===== config.mk =====
export PLATFORM = sky130hd
export DESIGN_NAME = peripheral_port_serial_config
export DESIGN_NICKNAME = d
export VERILOG_FILES = /design/src/rtl/port_cfg_pkg.sv /design/src/rtl/peripheral_port_serial_config.sv
export SDC_FILE = /design/constraint.sdc
export NUM_CORES = 1
export LEC_CHECK = 0
export ABC_AREA = 1
export BUFFER_PORTS_ARGS = -buffer_cell sky130_fd_sc_hd__buf_2
export CAP_MARGIN = 25
export CORE_MARGIN = 2
export CORE_UTILIZATION = 40
export DETAILED_ROUTE_END_ITERATION = 6
export PLACE_DENSITY = 0.55
export SYNTH_ARGS = -nofsm -noshare
export SYNTH_HDL_FRONTEND = slang
export SYNTH_SLANG_ARGS = --single-unit

===== constraint.sdc =====
create_clock -name CLOCK -period 2.12 [get_ports CLOCK]
set_input_delay 0 -clock CLOCK [delete_from_list [all_inputs] [get_ports CLOCK]]
set_output_delay 0 -clock CLOCK [all_outputs]
set_load 0.02 [all_outputs]

===== src/rtl/port_cfg_pkg.sv =====
/*
 Constants for the peripheral serial port: register indices, field
 positions, codes and the bit-rate table.
 Assumes a Wishbone slave that multiplies each index by four.
*/
`default_nettype none

package port_cfg_pkg;
   localparam logic [7:0] IDX_FMT = 8'h90;
   localparam logic [7:0] IDX_RATE = 8'h91;
   localparam logic [7:0] IDX_DATA = 8'h92;
   localparam logic [7:0] IDX_STAT = 8'h93;
   localparam logic [7:0] IDX_CTRL = 8'h94;
   localparam logic [15:0] FMT_RST = 16'h0000;
   localparam logic [15:0] RATE_RST = 16'h0000;
   localparam int SEL_BIT = 15;
   localparam int MODE_LSB = 8;
   localparam int BITS8_BIT = 3;
   localparam int STOP1_BIT = 2;
   localparam logic [3:0] MODE_HOST0 = 4'h0;
   localparam logic [3:0] MODE_HOST5 = 4'h5;
   localparam logic [3:0] MODE_PBUS = 4'h4;
   localparam logic [1:0] PAR_EVEN = 2'h0;
   localparam logic [1:0] PAR_ODD = 2'h1;
   localparam logic [7:0] RATE_STD = 8'h06;
   localparam logic [7:0] RATE_MAX = 8'h0A;
   localparam int RATE_LOW = 300;
   localparam int RATE_HIGH = 115200;
   localparam int ST_TXRDY = 0;
   localparam int ST_RXVAL = 1;
   localparam int ST_CHG = 2;
   localparam int ST_PERR = 3;
   localparam int ST_FERR = 4;
   localparam int ST_OVR = 5;
   localparam int RX_VALID_BIT = 8;

   typedef enum logic [2:0] {S_IDLE, S_START, S_DATA, S_PAR, S_STOP} line_state_e;

   function automatic int baud_of(input logic [7:0] code);
      case (code)
         8'h01: return 300;
         8'h02: return 600;
         8'h03: return 1200;
         8'h04: return 2400;
         8'h05: return 4800;
         8'h07: return 19200;
         8'h08: return 38400;
         8'h09: return 57600;
         8'h0A: return 115200;
         default: return 9600;
      endcase
   endfunction
endpackage

`default_nettype wire


===== src/rtl/peripheral_port_serial_config.sv =====
/*
 Peripheral serial port with its setup registers, a two-entry buffer
 on each data direction and a Wishbone classic slave.
 Assumes RXD and CYCLE_START are synchronous to CLOCK.
*/
`timescale 1ns/1ps
`default_nettype none

module buf2
#(
   parameter int W = 8
)
(
   // Clock and reset
   input wire logic clk,
   input wire logic rst,
   // Write side
   input wire logic in_valid,
   input wire logic [W-1:0] in_data,
   output logic in_ready,
   // Read side
   output logic out_valid,
   output logic [W-1:0] out_data,
   input wire logic out_ready
);
   logic [W-1:0] mem_q [2];
   logic wr_q;
   logic rd_q;
   logic [1:0] cnt_q;
   logic push;
   logic pop;

   assign in_ready = (cnt_q != 2'h2);
   assign out_valid = (cnt_q != 2'h0);
   assign out_data = mem_q[rd_q];
   assign push = in_valid && in_ready;
   assign pop = out_valid && out_ready;

   always_ff @(posedge clk)
   begin
      if (rst)
      begin
         wr_q <= 1'b0;
         rd_q <= 1'b0;
         cnt_q <= 2'h0;
      end
      else
      begin
         if (push)
         begin
            mem_q[wr_q] <= in_data;
            wr_q <= ~wr_q;
         end
         if (pop)
            rd_q <= ~rd_q;
         cnt_q <= cnt_q + {1'b0, push} - {1'b0, pop};
      end
   end
endmodule // buf2

module peripheral_port_serial_config
#(
   parameter int CLK_HZ = 125000000,
   parameter int DIV_W = 20,
   parameter int AW = 12
)
(
   // Clock and reset
   input wire logic CLOCK,
   input wire logic RST,
   // Wishbone slave
   input wire logic CYC_I,
   input wire logic STB_I,
   input wire logic WE_I,
   input wire logic [AW-1:0] ADR_I,
   input wire logic [3:0] SEL_I,
   input wire logic [31:0] DAT_I,
   output logic [31:0] DAT_O,
   output logic ACK_O,
   // Controller cycle
   input wire logic CYCLE_START,
   // Serial line and state
   input wire logic RXD,
   output logic TXD,
   output logic SETTINGS_CHANGING,
   output logic PBUS_MODE
);
   if (CLK_HZ / port_cfg_pkg::RATE_LOW >= 2 ** DIV_W || CLK_HZ / port_cfg_pkg::RATE_HIGH < 4
       || AW < 11)
      $error("CLK_HZ, DIV_W or AW out of range");

   logic [DIV_W-1:0] div_tab [11];
   for (genvar g = 0; g <= 10; g++)
   begin : g_div
      assign div_tab[g] = DIV_W'(CLK_HZ / port_cfg_pkg::baud_of(8'(g)));
   end

   logic [15:0] fmt_q;
   logic [15:0] rate_q;
   logic imm_q;
   logic bits8_q;
   logic stop1_q;
   logic [1:0] par_q;
   logic [DIV_W-1:0] div_q;
   logic perr_q;
   logic ferr_q;
   logic ovr_q;
   port_cfg_pkg::line_state_e tx_st_q;
   port_cfg_pkg::line_state_e rx_st_q;

   // Bus decode
   logic req;
   logic go;
   logic wr;
   logic [7:0] idx;
   logic mapped;
   logic tx_in_ready;
   logic rx_valid;
   logic [7:0] rx_data;
   logic [31:0] rd_data;
   assign req = CYC_I && STB_I && !ACK_O;
   assign idx = ADR_I[9:2];
   assign mapped = (ADR_I[AW-1:10] == '0) && (ADR_I[1:0] == 2'h0);
   assign go = req && !(mapped && idx == port_cfg_pkg::IDX_DATA && WE_I && SEL_I[0]
                        && !tx_in_ready);
   assign wr = go && WE_I && mapped;

   logic cfg_wr;
   logic instr_wr;
   logic tx_push;
   logic rx_pop;
   logic err_clr;
   assign cfg_wr = wr && (idx == port_cfg_pkg::IDX_FMT || idx == port_cfg_pkg::IDX_RATE);
   assign instr_wr = wr && idx == port_cfg_pkg::IDX_CTRL && SEL_I[0] && DAT_I[0];
   assign tx_push = wr && idx == port_cfg_pkg::IDX_DATA && SEL_I[0];
   assign rx_pop = go && !WE_I && mapped && idx == port_cfg_pkg::IDX_DATA;
   assign err_clr = wr && idx == port_cfg_pkg::IDX_STAT && SEL_I[0];

   always_comb
   begin
      rd_data = '0;
      if (mapped)
      begin
         unique case (idx)
            port_cfg_pkg::IDX_FMT: rd_data[15:0] = fmt_q;
            port_cfg_pkg::IDX_RATE: rd_data[15:0] = rate_q;
            port_cfg_pkg::IDX_DATA: rd_data[port_cfg_pkg::RX_VALID_BIT:0] = {rx_valid, rx_data};
            port_cfg_pkg::IDX_STAT:
            begin
               rd_data[port_cfg_pkg::ST_TXRDY] = tx_in_ready;
               rd_data[port_cfg_pkg::ST_RXVAL] = rx_valid;
               rd_data[port_cfg_pkg::ST_CHG] = SETTINGS_CHANGING;
               rd_data[port_cfg_pkg::ST_PERR] = perr_q;
               rd_data[port_cfg_pkg::ST_FERR] = ferr_q;
               rd_data[port_cfg_pkg::ST_OVR] = ovr_q;
            end
            port_cfg_pkg::IDX_CTRL: rd_data[5:0] = {PBUS_MODE, bits8_q, stop1_q, par_q, imm_q};
            default: rd_data = '0;
         endcase
      end
   end

   always_ff @(posedge CLOCK)
   begin
      if (RST)
      begin
         ACK_O <= 1'b0;
         DAT_O <= '0;
      end
      else
      begin
         ACK_O <= go;
         if (go && !WE_I)
            DAT_O <= rd_data;
      end
   end

   // Stored setup words
   always_ff @(posedge CLOCK)
   begin
      if (RST)
      begin
         fmt_q <= port_cfg_pkg::FMT_RST;
         rate_q <= port_cfg_pkg::RATE_RST;
      end
      else if (cfg_wr)
      begin
         for (int b = 0; b < 2; b++)
         begin
            if (SEL_I[b] && idx == port_cfg_pkg::IDX_FMT)
               fmt_q[8*b +: 8] <= DAT_I[8*b +: 8];
            if (SEL_I[b] && idx == port_cfg_pkg::IDX_RATE)
               rate_q[8*b +: 8] <= DAT_I[8*b +: 8];
         end
      end
   end

   // Effective settings from the stored words
   logic [3:0] mode;
   logic host;
   logic cust;
   logic [7:0] e_rate;
   logic [DIV_W-1:0] e_div;
   assign mode = fmt_q[port_cfg_pkg::MODE_LSB +: 4];
   assign host = (mode == port_cfg_pkg::MODE_HOST0) || (mode == port_cfg_pkg::MODE_HOST5);
   assign cust = fmt_q[port_cfg_pkg::SEL_BIT] && host;
   assign e_rate = cust ? rate_q[7:0] : port_cfg_pkg::RATE_STD;
   assign e_div = (e_rate <= port_cfg_pkg::RATE_MAX) ? div_tab[e_rate[3:0]] : div_tab[0];

   logic tx_idle;
   logic apply;
   assign tx_idle = (tx_st_q == port_cfg_pkg::S_IDLE);
   assign apply = SETTINGS_CHANGING && (CYCLE_START || imm_q) && tx_idle
                  && rx_st_q == port_cfg_pkg::S_IDLE;

   // Pending flag: a write in the applying cycle keeps it set
   always_ff @(posedge CLOCK)
   begin
      if (RST)
      begin
         SETTINGS_CHANGING <= 1'b0;
         imm_q <= 1'b0;
      end
      else
      begin
         if (cfg_wr || instr_wr)
            SETTINGS_CHANGING <= 1'b1;
         else if (apply)
            SETTINGS_CHANGING <= 1'b0;
         if (instr_wr)
            imm_q <= 1'b1;
         else if (apply)
            imm_q <= 1'b0;
      end
   end

   // Applied settings
   always_ff @(posedge CLOCK)
   begin
      if (RST)
      begin
         bits8_q <= 1'b0;
         stop1_q <= 1'b0;
         par_q <= port_cfg_pkg::PAR_EVEN;
         div_q <= div_tab[port_cfg_pkg::RATE_STD[3:0]];
         PBUS_MODE <= 1'b0;
      end
      else if (apply)
      begin
         bits8_q <= cust && fmt_q[port_cfg_pkg::BITS8_BIT];
         stop1_q <= cust && fmt_q[port_cfg_pkg::STOP1_BIT];
         par_q <= cust ? fmt_q[1:0] : port_cfg_pkg::PAR_EVEN;
         div_q <= e_div;
         PBUS_MODE <= (mode == port_cfg_pkg::MODE_PBUS);
      end
   end

   // Transmit path
   logic tx_valid;
   logic [7:0] tx_data;
   buf2 #(.W(8)) u_txbuf (
      .clk(CLOCK), .rst(RST), .in_valid(tx_push), .in_data(DAT_I[7:0]),
      .in_ready(tx_in_ready), .out_valid(tx_valid), .out_data(tx_data), .out_ready(tx_idle));

   logic [DIV_W-1:0] tx_tmr_q;
   logic [7:0] tx_sh_q;
   logic [2:0] tx_cnt_q;
   logic tx_par_q;
   logic [2:0] last_bit;
   assign last_bit = bits8_q ? 3'h7 : 3'h6;

   always_ff @(posedge CLOCK)
   begin
      if (RST)
      begin
         tx_st_q <= port_cfg_pkg::S_IDLE;
         TXD <= 1'b1;
         tx_tmr_q <= '0;
         tx_sh_q <= '0;
         tx_cnt_q <= '0;
         tx_par_q <= 1'b0;
      end
      else if (tx_st_q == port_cfg_pkg::S_IDLE)
      begin
         TXD <= 1'b1;
         if (tx_valid)
         begin
            tx_st_q <= port_cfg_pkg::S_START;
            TXD <= 1'b0;
            tx_tmr_q <= div_q - 1'b1;
            tx_sh_q <= tx_data;
            tx_par_q <= ^(tx_data & {bits8_q, 7'h7F}) ^ (par_q == port_cfg_pkg::PAR_ODD);
            tx_cnt_q <= '0;
         end
      end
      else if (tx_tmr_q != '0)
         tx_tmr_q <= tx_tmr_q - 1'b1;
      else
      begin
         tx_tmr_q <= div_q - 1'b1;
         unique case (tx_st_q)
            port_cfg_pkg::S_START:
            begin
               tx_st_q <= port_cfg_pkg::S_DATA;
               TXD <= tx_sh_q[0];
            end
            port_cfg_pkg::S_DATA:
            begin
               tx_sh_q <= tx_sh_q >> 1;
               tx_cnt_q <= tx_cnt_q + 1'b1;
               TXD <= tx_sh_q[1];
               if (tx_cnt_q == last_bit)
               begin
                  tx_cnt_q <= '0;
                  tx_st_q <= par_q[1] ? port_cfg_pkg::S_STOP : port_cfg_pkg::S_PAR;
                  TXD <= par_q[1] ? 1'b1 : tx_par_q;
               end
            end
            port_cfg_pkg::S_PAR:
            begin
               tx_st_q <= port_cfg_pkg::S_STOP;
               TXD <= 1'b1;
            end
            port_cfg_pkg::S_STOP:
            begin
               tx_cnt_q <= tx_cnt_q + 1'b1;
               if (stop1_q || tx_cnt_q != '0)
                  tx_st_q <= port_cfg_pkg::S_IDLE;
            end
            default: tx_st_q <= port_cfg_pkg::S_IDLE;
         endcase
      end
   end

   // Receive path
   logic rx_in_ready;
   logic rx_push_q;
   logic [DIV_W-1:0] rx_tmr_q;
   logic [7:0] rx_sh_q;
   logic [2:0] rx_cnt_q;
   buf2 #(.W(8)) u_rxbuf (
      .clk(CLOCK), .rst(RST), .in_valid(rx_push_q), .in_data(rx_sh_q),
      .in_ready(rx_in_ready), .out_valid(rx_valid), .out_data(rx_data), .out_ready(rx_pop));

   always_ff @(posedge CLOCK)
   begin
      if (RST)
      begin
         rx_st_q <= port_cfg_pkg::S_IDLE;
         rx_tmr_q <= '0;
         rx_sh_q <= '0;
         rx_cnt_q <= '0;
         rx_push_q <= 1'b0;
         perr_q <= 1'b0;
         ferr_q <= 1'b0;
         ovr_q <= 1'b0;
      end
      else
      begin
         rx_push_q <= 1'b0;
         if (err_clr)
         begin
            perr_q <= perr_q && !DAT_I[port_cfg_pkg::ST_PERR];
            ferr_q <= ferr_q && !DAT_I[port_cfg_pkg::ST_FERR];
            ovr_q <= ovr_q && !DAT_I[port_cfg_pkg::ST_OVR];
         end
         if (rx_st_q == port_cfg_pkg::S_IDLE)
         begin
            if (!RXD)
            begin
               rx_st_q <= port_cfg_pkg::S_START;
               rx_tmr_q <= div_q >> 1;
               rx_cnt_q <= '0;
               rx_sh_q <= '0;
            end
         end
         else if (rx_tmr_q != '0)
            rx_tmr_q <= rx_tmr_q - 1'b1;
         else
         begin
            rx_tmr_q <= div_q - 1'b1;
            unique case (rx_st_q)
               port_cfg_pkg::S_START:
                  rx_st_q <= RXD ? port_cfg_pkg::S_IDLE : port_cfg_pkg::S_DATA;
               port_cfg_pkg::S_DATA:
               begin
                  rx_sh_q[rx_cnt_q] <= RXD;
                  rx_cnt_q <= rx_cnt_q + 1'b1;
                  if (rx_cnt_q == last_bit)
                     rx_st_q <= par_q[1] ? port_cfg_pkg::S_STOP : port_cfg_pkg::S_PAR;
               end
               port_cfg_pkg::S_PAR:
               begin
                  rx_st_q <= port_cfg_pkg::S_STOP;
                  if (RXD != (^rx_sh_q ^ (par_q == port_cfg_pkg::PAR_ODD)))
                     perr_q <= 1'b1;
               end
               port_cfg_pkg::S_STOP:
               begin
                  rx_st_q <= port_cfg_pkg::S_IDLE;
                  if (!RXD)
                     ferr_q <= 1'b1;
                  if (rx_in_ready)
                     rx_push_q <= 1'b1;
                  else
                     ovr_q <= 1'b1;
               end
               default: rx_st_q <= port_cfg_pkg::S_IDLE;
            endcase
         end
      end
   end

   // Checks
   std_format_a: assert property (@(posedge CLOCK) disable iff (RST)
      apply && !fmt_q[port_cfg_pkg::SEL_BIT] |=> !bits8_q && !stop1_q && par_q == 2'h0
      && div_q == DIV_W'(CLK_HZ / 9600)) else $error("standard format not applied");
   mode_ignore_a: assert property (@(posedge CLOCK) disable iff (RST)
      apply && !host |=> !bits8_q && !stop1_q && par_q == 2'h0
      && div_q == DIV_W'(CLK_HZ / 9600)) else $error("fields used outside host link");
   default_rate_a: assert property (@(posedge CLOCK) disable iff (RST)
      apply && cust && rate_q[7:0] == 8'h00 |=> div_q == DIV_W'(CLK_HZ / 9600))
      else $error("rate code 00 not 9600");
   top_rate_a: assert property (@(posedge CLOCK) disable iff (RST)
      apply && cust && rate_q[7:0] == 8'h0A |=> div_q == DIV_W'(CLK_HZ / 115200))
      else $error("rate code 0A not 115200");
   data_len_a: assert property (@(posedge CLOCK) disable iff (RST)
      apply && cust |=> bits8_q == $past(fmt_q[port_cfg_pkg::BITS8_BIT]))
      else $error("data length wrong");
   stop_len_a: assert property (@(posedge CLOCK) disable iff (RST)
      apply && cust |=> stop1_q == $past(fmt_q[port_cfg_pkg::STOP1_BIT]))
      else $error("stop length wrong");
   parity_sel_a: assert property (@(posedge CLOCK) disable iff (RST)
      apply && cust && fmt_q[1:0] == 2'h1 |=> par_q == 2'h1) else $error("odd parity lost");
   host_mode_a: assert property (@(posedge CLOCK) disable iff (RST)
      apply && fmt_q[port_cfg_pkg::SEL_BIT] && mode == port_cfg_pkg::MODE_HOST5
      && rate_q[7:0] == 8'h07 |=> div_q == DIV_W'(CLK_HZ / 19200))
      else $error("mode 5 not host link");
   flag_clear_a: assert property (@(posedge CLOCK) disable iff (RST)
      apply && !cfg_wr && !instr_wr |=> !SETTINGS_CHANGING) else $error("flag not cleared");
   flag_set_a: assert property (@(posedge CLOCK) disable iff (RST)
      cfg_wr |=> SETTINGS_CHANGING && ($stable(div_q) || $past(apply)))
      else $error("write applied early");
   pbus_mode_a: assert property (@(posedge CLOCK) disable iff (RST)
      apply && mode == 4'h4 |=> PBUS_MODE) else $error("peripheral bus mode missed");
endmodule // peripheral_port_serial_config

`default_nettype wire


==> metrics.md <==
| Metric | Value |
|---|---|
| Clk_skew | `0.0104 ns` |
| Least-Margin Pin Slew | `0.593 ns` |
| First-pass GRT wire length | `52800 microns` |
| Crit start category | `flop` |
| Area contributors post-synth | `dfxtp_1 (28%), nand2_1 (14%), edfxtp_1 (8.5%)` |
| Hold endpoint | `ACK_O$_SDFF_PP0_` |
| Core area | `27800 sq um` |
| Crit-path max FO | `10` |
| Hold slack | `0.0200 ns` |
| Final Non-Filler Cells | `2184` |
| Synth Warn # | `0` |
| Routing usage on met1 | `0.305` |
| Worst Path Required | `2.48 ns` |
| RR Startpoint | `tx_tmr_q[0]$_SDFFE_PP0N_` |
| Worst Path Arrival | `2.32 ns` |
| Most Crowded Layer GR | `met2` |
| Fmax | `511 MHz` |
| Antenna cells | `0` |
| Met2 usage | `0.378` |
| Antenna Nets Post-Route | `0` |
| Synth Area per Inst | `6.68 sq um` |
| CTS Buffer Depth | `2` |
| Initial antenna violation count | `0` |
| Rows | `61` |
| Cell area after synthesis | `11300 sq um` |
| Fin Setup TNS | `0 ns` |
| Initial Util | `0.406` |
| Outcome | `complete, no violations` |
| CTS tree | `done` |
| Grt met3 use | `0.0394` |
| Total global routing overflow | `0` |
| Setup slack after layout | `0.164 ns` |
| 1st-pass router iterations | `5` |
| RSZ-0062 raised after global routing | `false` |
| Pre-CTS setup slack | `-0.0349 ns` |
| Final cycle utilization of the critical path | `0.923` |
| # H-tree levels | `4` |
| Max cap viols | `0` |
| Synth top area share | `0.282` |
| Per-cell routed wire length | `14.9 microns` |
| Die height | `172 microns` |
| Worst Setup End Kind | `flop` |
| Clk_lat worst skew | `0.45 ns` |
| Slew Viols, Final | `0` |
| Vias in the first global route | `10200` |
| IO Pins | `91` |
| Total placed cells including tap cells | `2131` |
| Dpl hpwl | `24100 microns` |
| Sequential area share after synthesis | `0.367` |
| Layout cells sized above 1 | `0.128` |
| DR DRC count | `0` |
| Routed vias/inst | `4.99` |
| Final nets | `1866` |
| Die width | `172 microns` |
| Hold crit path type | `in -> reg` |
| Via Count | `10900` |
| Gpl congestion | `0.900` |
| R2r setup slk | `0.16 ns` |
| CTS Sinks | `191` |
| Worst hold start | `STB_I` |
| Crit Path Class | `reg -> reg` |
| Distinct cells, synth | `48` |
| R2R cell count | `9` |
| CTS clk-pin slew, worst paths | `0.08 ns` |
| Pwr Density | `1130 nW/um^2` |
| Final count of hold timing violations | `0` |
| Port-buffer cells | `56` |
| Root buf cell | `clkbuf_16` |
| Hold path depth | `6` |
| Final Setup Violations | `0` |
| #FFs+latches synth | `191` |
| FF-to-FF End | `tx_tmr_q[1]$_SDFFE_PP0N_` |
| Slew headroom | `0.603` |
| Pin count of the biggest net entering global routing | `94` |
| Die ar. | `29600 sq um` |
| TritonCTS Buffers | `17` |
| Area grow syn2layout | `15.7%` |
| Final wirelength | `32500 microns` |
| Yosys top cell by area | `dfxtp_1` |
| Pleak | `5.95 nW` |
| Initial drt markers | `885` |
| Maximum vdd ir drop | `0.562 mV` |
| GRT Total Usage | `0.227` |
| Final min period | `1.96 ns` |
| Syn Inst Count | `1690` |
| End-of-flow core utilization | `0.470` |
==> kinds of logic (layout without fill, tap and decap cells) <==
family / after synthesis / after routing / synth area share
other: 1 / 16 / 0.000332
DFF: 191 / 191 / 0.367
and+or+nand+nor: 929 / 930 / 0.366
buffers and inverters: 272 / 372 / 0.105
adders and majority gates: 18 / 18 / 0.0200
muxes: 2 / 2 / 0.00200
AOI/OAI and AO/OA: 246 / 246 / 0.116
xor gates and xnor gates: 31 / 31 / 0.0247
==> what timing repair did <==
| action | in CTS | in global routing |
|---|---|---|
| pin swaps | 0 | 2 |
| gates resized for setup | 1 | 20 |
| hold buffers | 18 | 0 |
| setup buffers | 0 | 2 |
| endpoints found under the setup margin | 8 | 48 |
| endpoints found under the hold margin | 69 | 0 |
| gates cloned | 0 | 1 |
==> per-stage QoR <==
stage,power (mW),area [sq um]
CTS,14.8,13000
global placement,11.3,12200
detailed placement,11.3,12200
global route,16.0,13100
finish,14.8,13100
floorplan,9.65,11300
==> synthesized netlist by cell type, drive strengths merged <==
library cell,instances
a211oi,2
a21oi,101
a22oi,9
a31o,1
a31oi,5
buf,47
clkbuf,26
clkinv,4
conb,1
dfxtp,159
edfxtp,32
ha,18
inv,195
mux2,2
nand2,449
nand3,150
nand3b,4
nand4,25
nor2,263
nor3,26
nor4,10
o2111ai,2
o211ai,6
o21ai,113
o21bai,2
o22ai,4
o31ai,1
or2,2
xnor2,10
xor2,21
==> layout by cell type (no fill, tap or decap), drive strengths merged, types with 4 or more instances in the layout <==
cell type,n
dfxtp,159
o211ai,6
buf,123
xnor2,10
nand3b,4
inv,202
nor4,10
ha,18
dlygate4sd3,18
xor2,21
nand4,25
nand3,150
nand2,450
clkinv,9
a31oi,5
conb,16
clkbuf,17
edfxtp,32
o21ai,113
o22ai,4
nor3,26
a22oi,9
a21oi,101
nor2,263
==> per-layer routing <==
metal,part of all wire,up-vias
li1,-,5629
met1,0.48,5005
met2,0.46,218
met3,0.042,39
met4,0.017,0
met5,0,-
==> flip-flops by register name, indices dropped and copies added, names as in the netlist, 2 cells and up, named ones only <==
name / count
par_q: 2
tx_tmr_q: 20
DAT_O: 16
div_q: 19
u_txbuf.mem_q: 16
u_txbuf.cnt_q: 2
rx_st_q: 3
tx_st_q: 3
rx_tmr_q: 20
tx_sh_q: 8
rx_sh_q: 8
fmt_q: 16
rate_q: 16
tx_cnt_q: 3
u_rxbuf.cnt_q: 2
u_rxbuf.mem_q: 16
rx_cnt_q: 3
==> worst max-delay path, stage by stage, from the launching register on <==
cell	delay, ns
dfxtp_1	0.30
inv_1	0.12
ha_1	0.19
nand2_1	0.07
nor2_2	0.20
nand3b_4	0.14
nand2_4	0.19
clkinvlp_4	0.23
buf_4	0.21
a211oi_1	0.21
==> worst max-delay path by stage <==
stage                                 from                            end  slack [ns]  cells after the start
2_1_floorplan             ACK_O$_SDFF_PP0_  u_txbuf.mem_q[0][0]$_DFFE_PP_        0.17                      5
3_3_place_gp   u_txbuf.cnt_q[1]$_SDFF_PP0_  u_txbuf.mem_q[0][2]$_DFFE_PP_        0.08                      9
3_5_place_dp   u_txbuf.cnt_q[1]$_SDFF_PP0_  u_txbuf.mem_q[0][5]$_DFFE_PP_       -0.03                      9
4_1_cts        u_txbuf.cnt_q[1]$_SDFF_PP0_  u_txbuf.mem_q[1][0]$_DFFE_PP_       0.009                      9
5_1_grt           tx_tmr_q[0]$_SDFFE_PP0N_       tx_tmr_q[0]$_SDFFE_PP0N_       0.001                     11
6_report          tx_tmr_q[0]$_SDFFE_PP0N_       tx_tmr_q[1]$_SDFFE_PP0N_        0.16                      9
==> final cells by class <==
type	count	area, sq um
inverters	199	752
multi-input cells	1243	6100
well taps	378	473
fillers	2864	14700
repair buffers	141	973
clock buffers	17	425
clock inverters	15	194
flip-flops and latches	191	4150
==> report_power, final <==
part | total (mW) | leakage, nW | switching, mW | internal [mW]
logic | 6.80 | 4.07 | 4.51 | 2.29
clock network | 3.45 | 0.305 | 1.64 | 1.81
registers | 4.55 | 1.58 | 0.418 | 4.13
total | 14.8 | 5.95 | 6.57 | 8.23
Note: power is estimated with default switching activity, not from simulation.
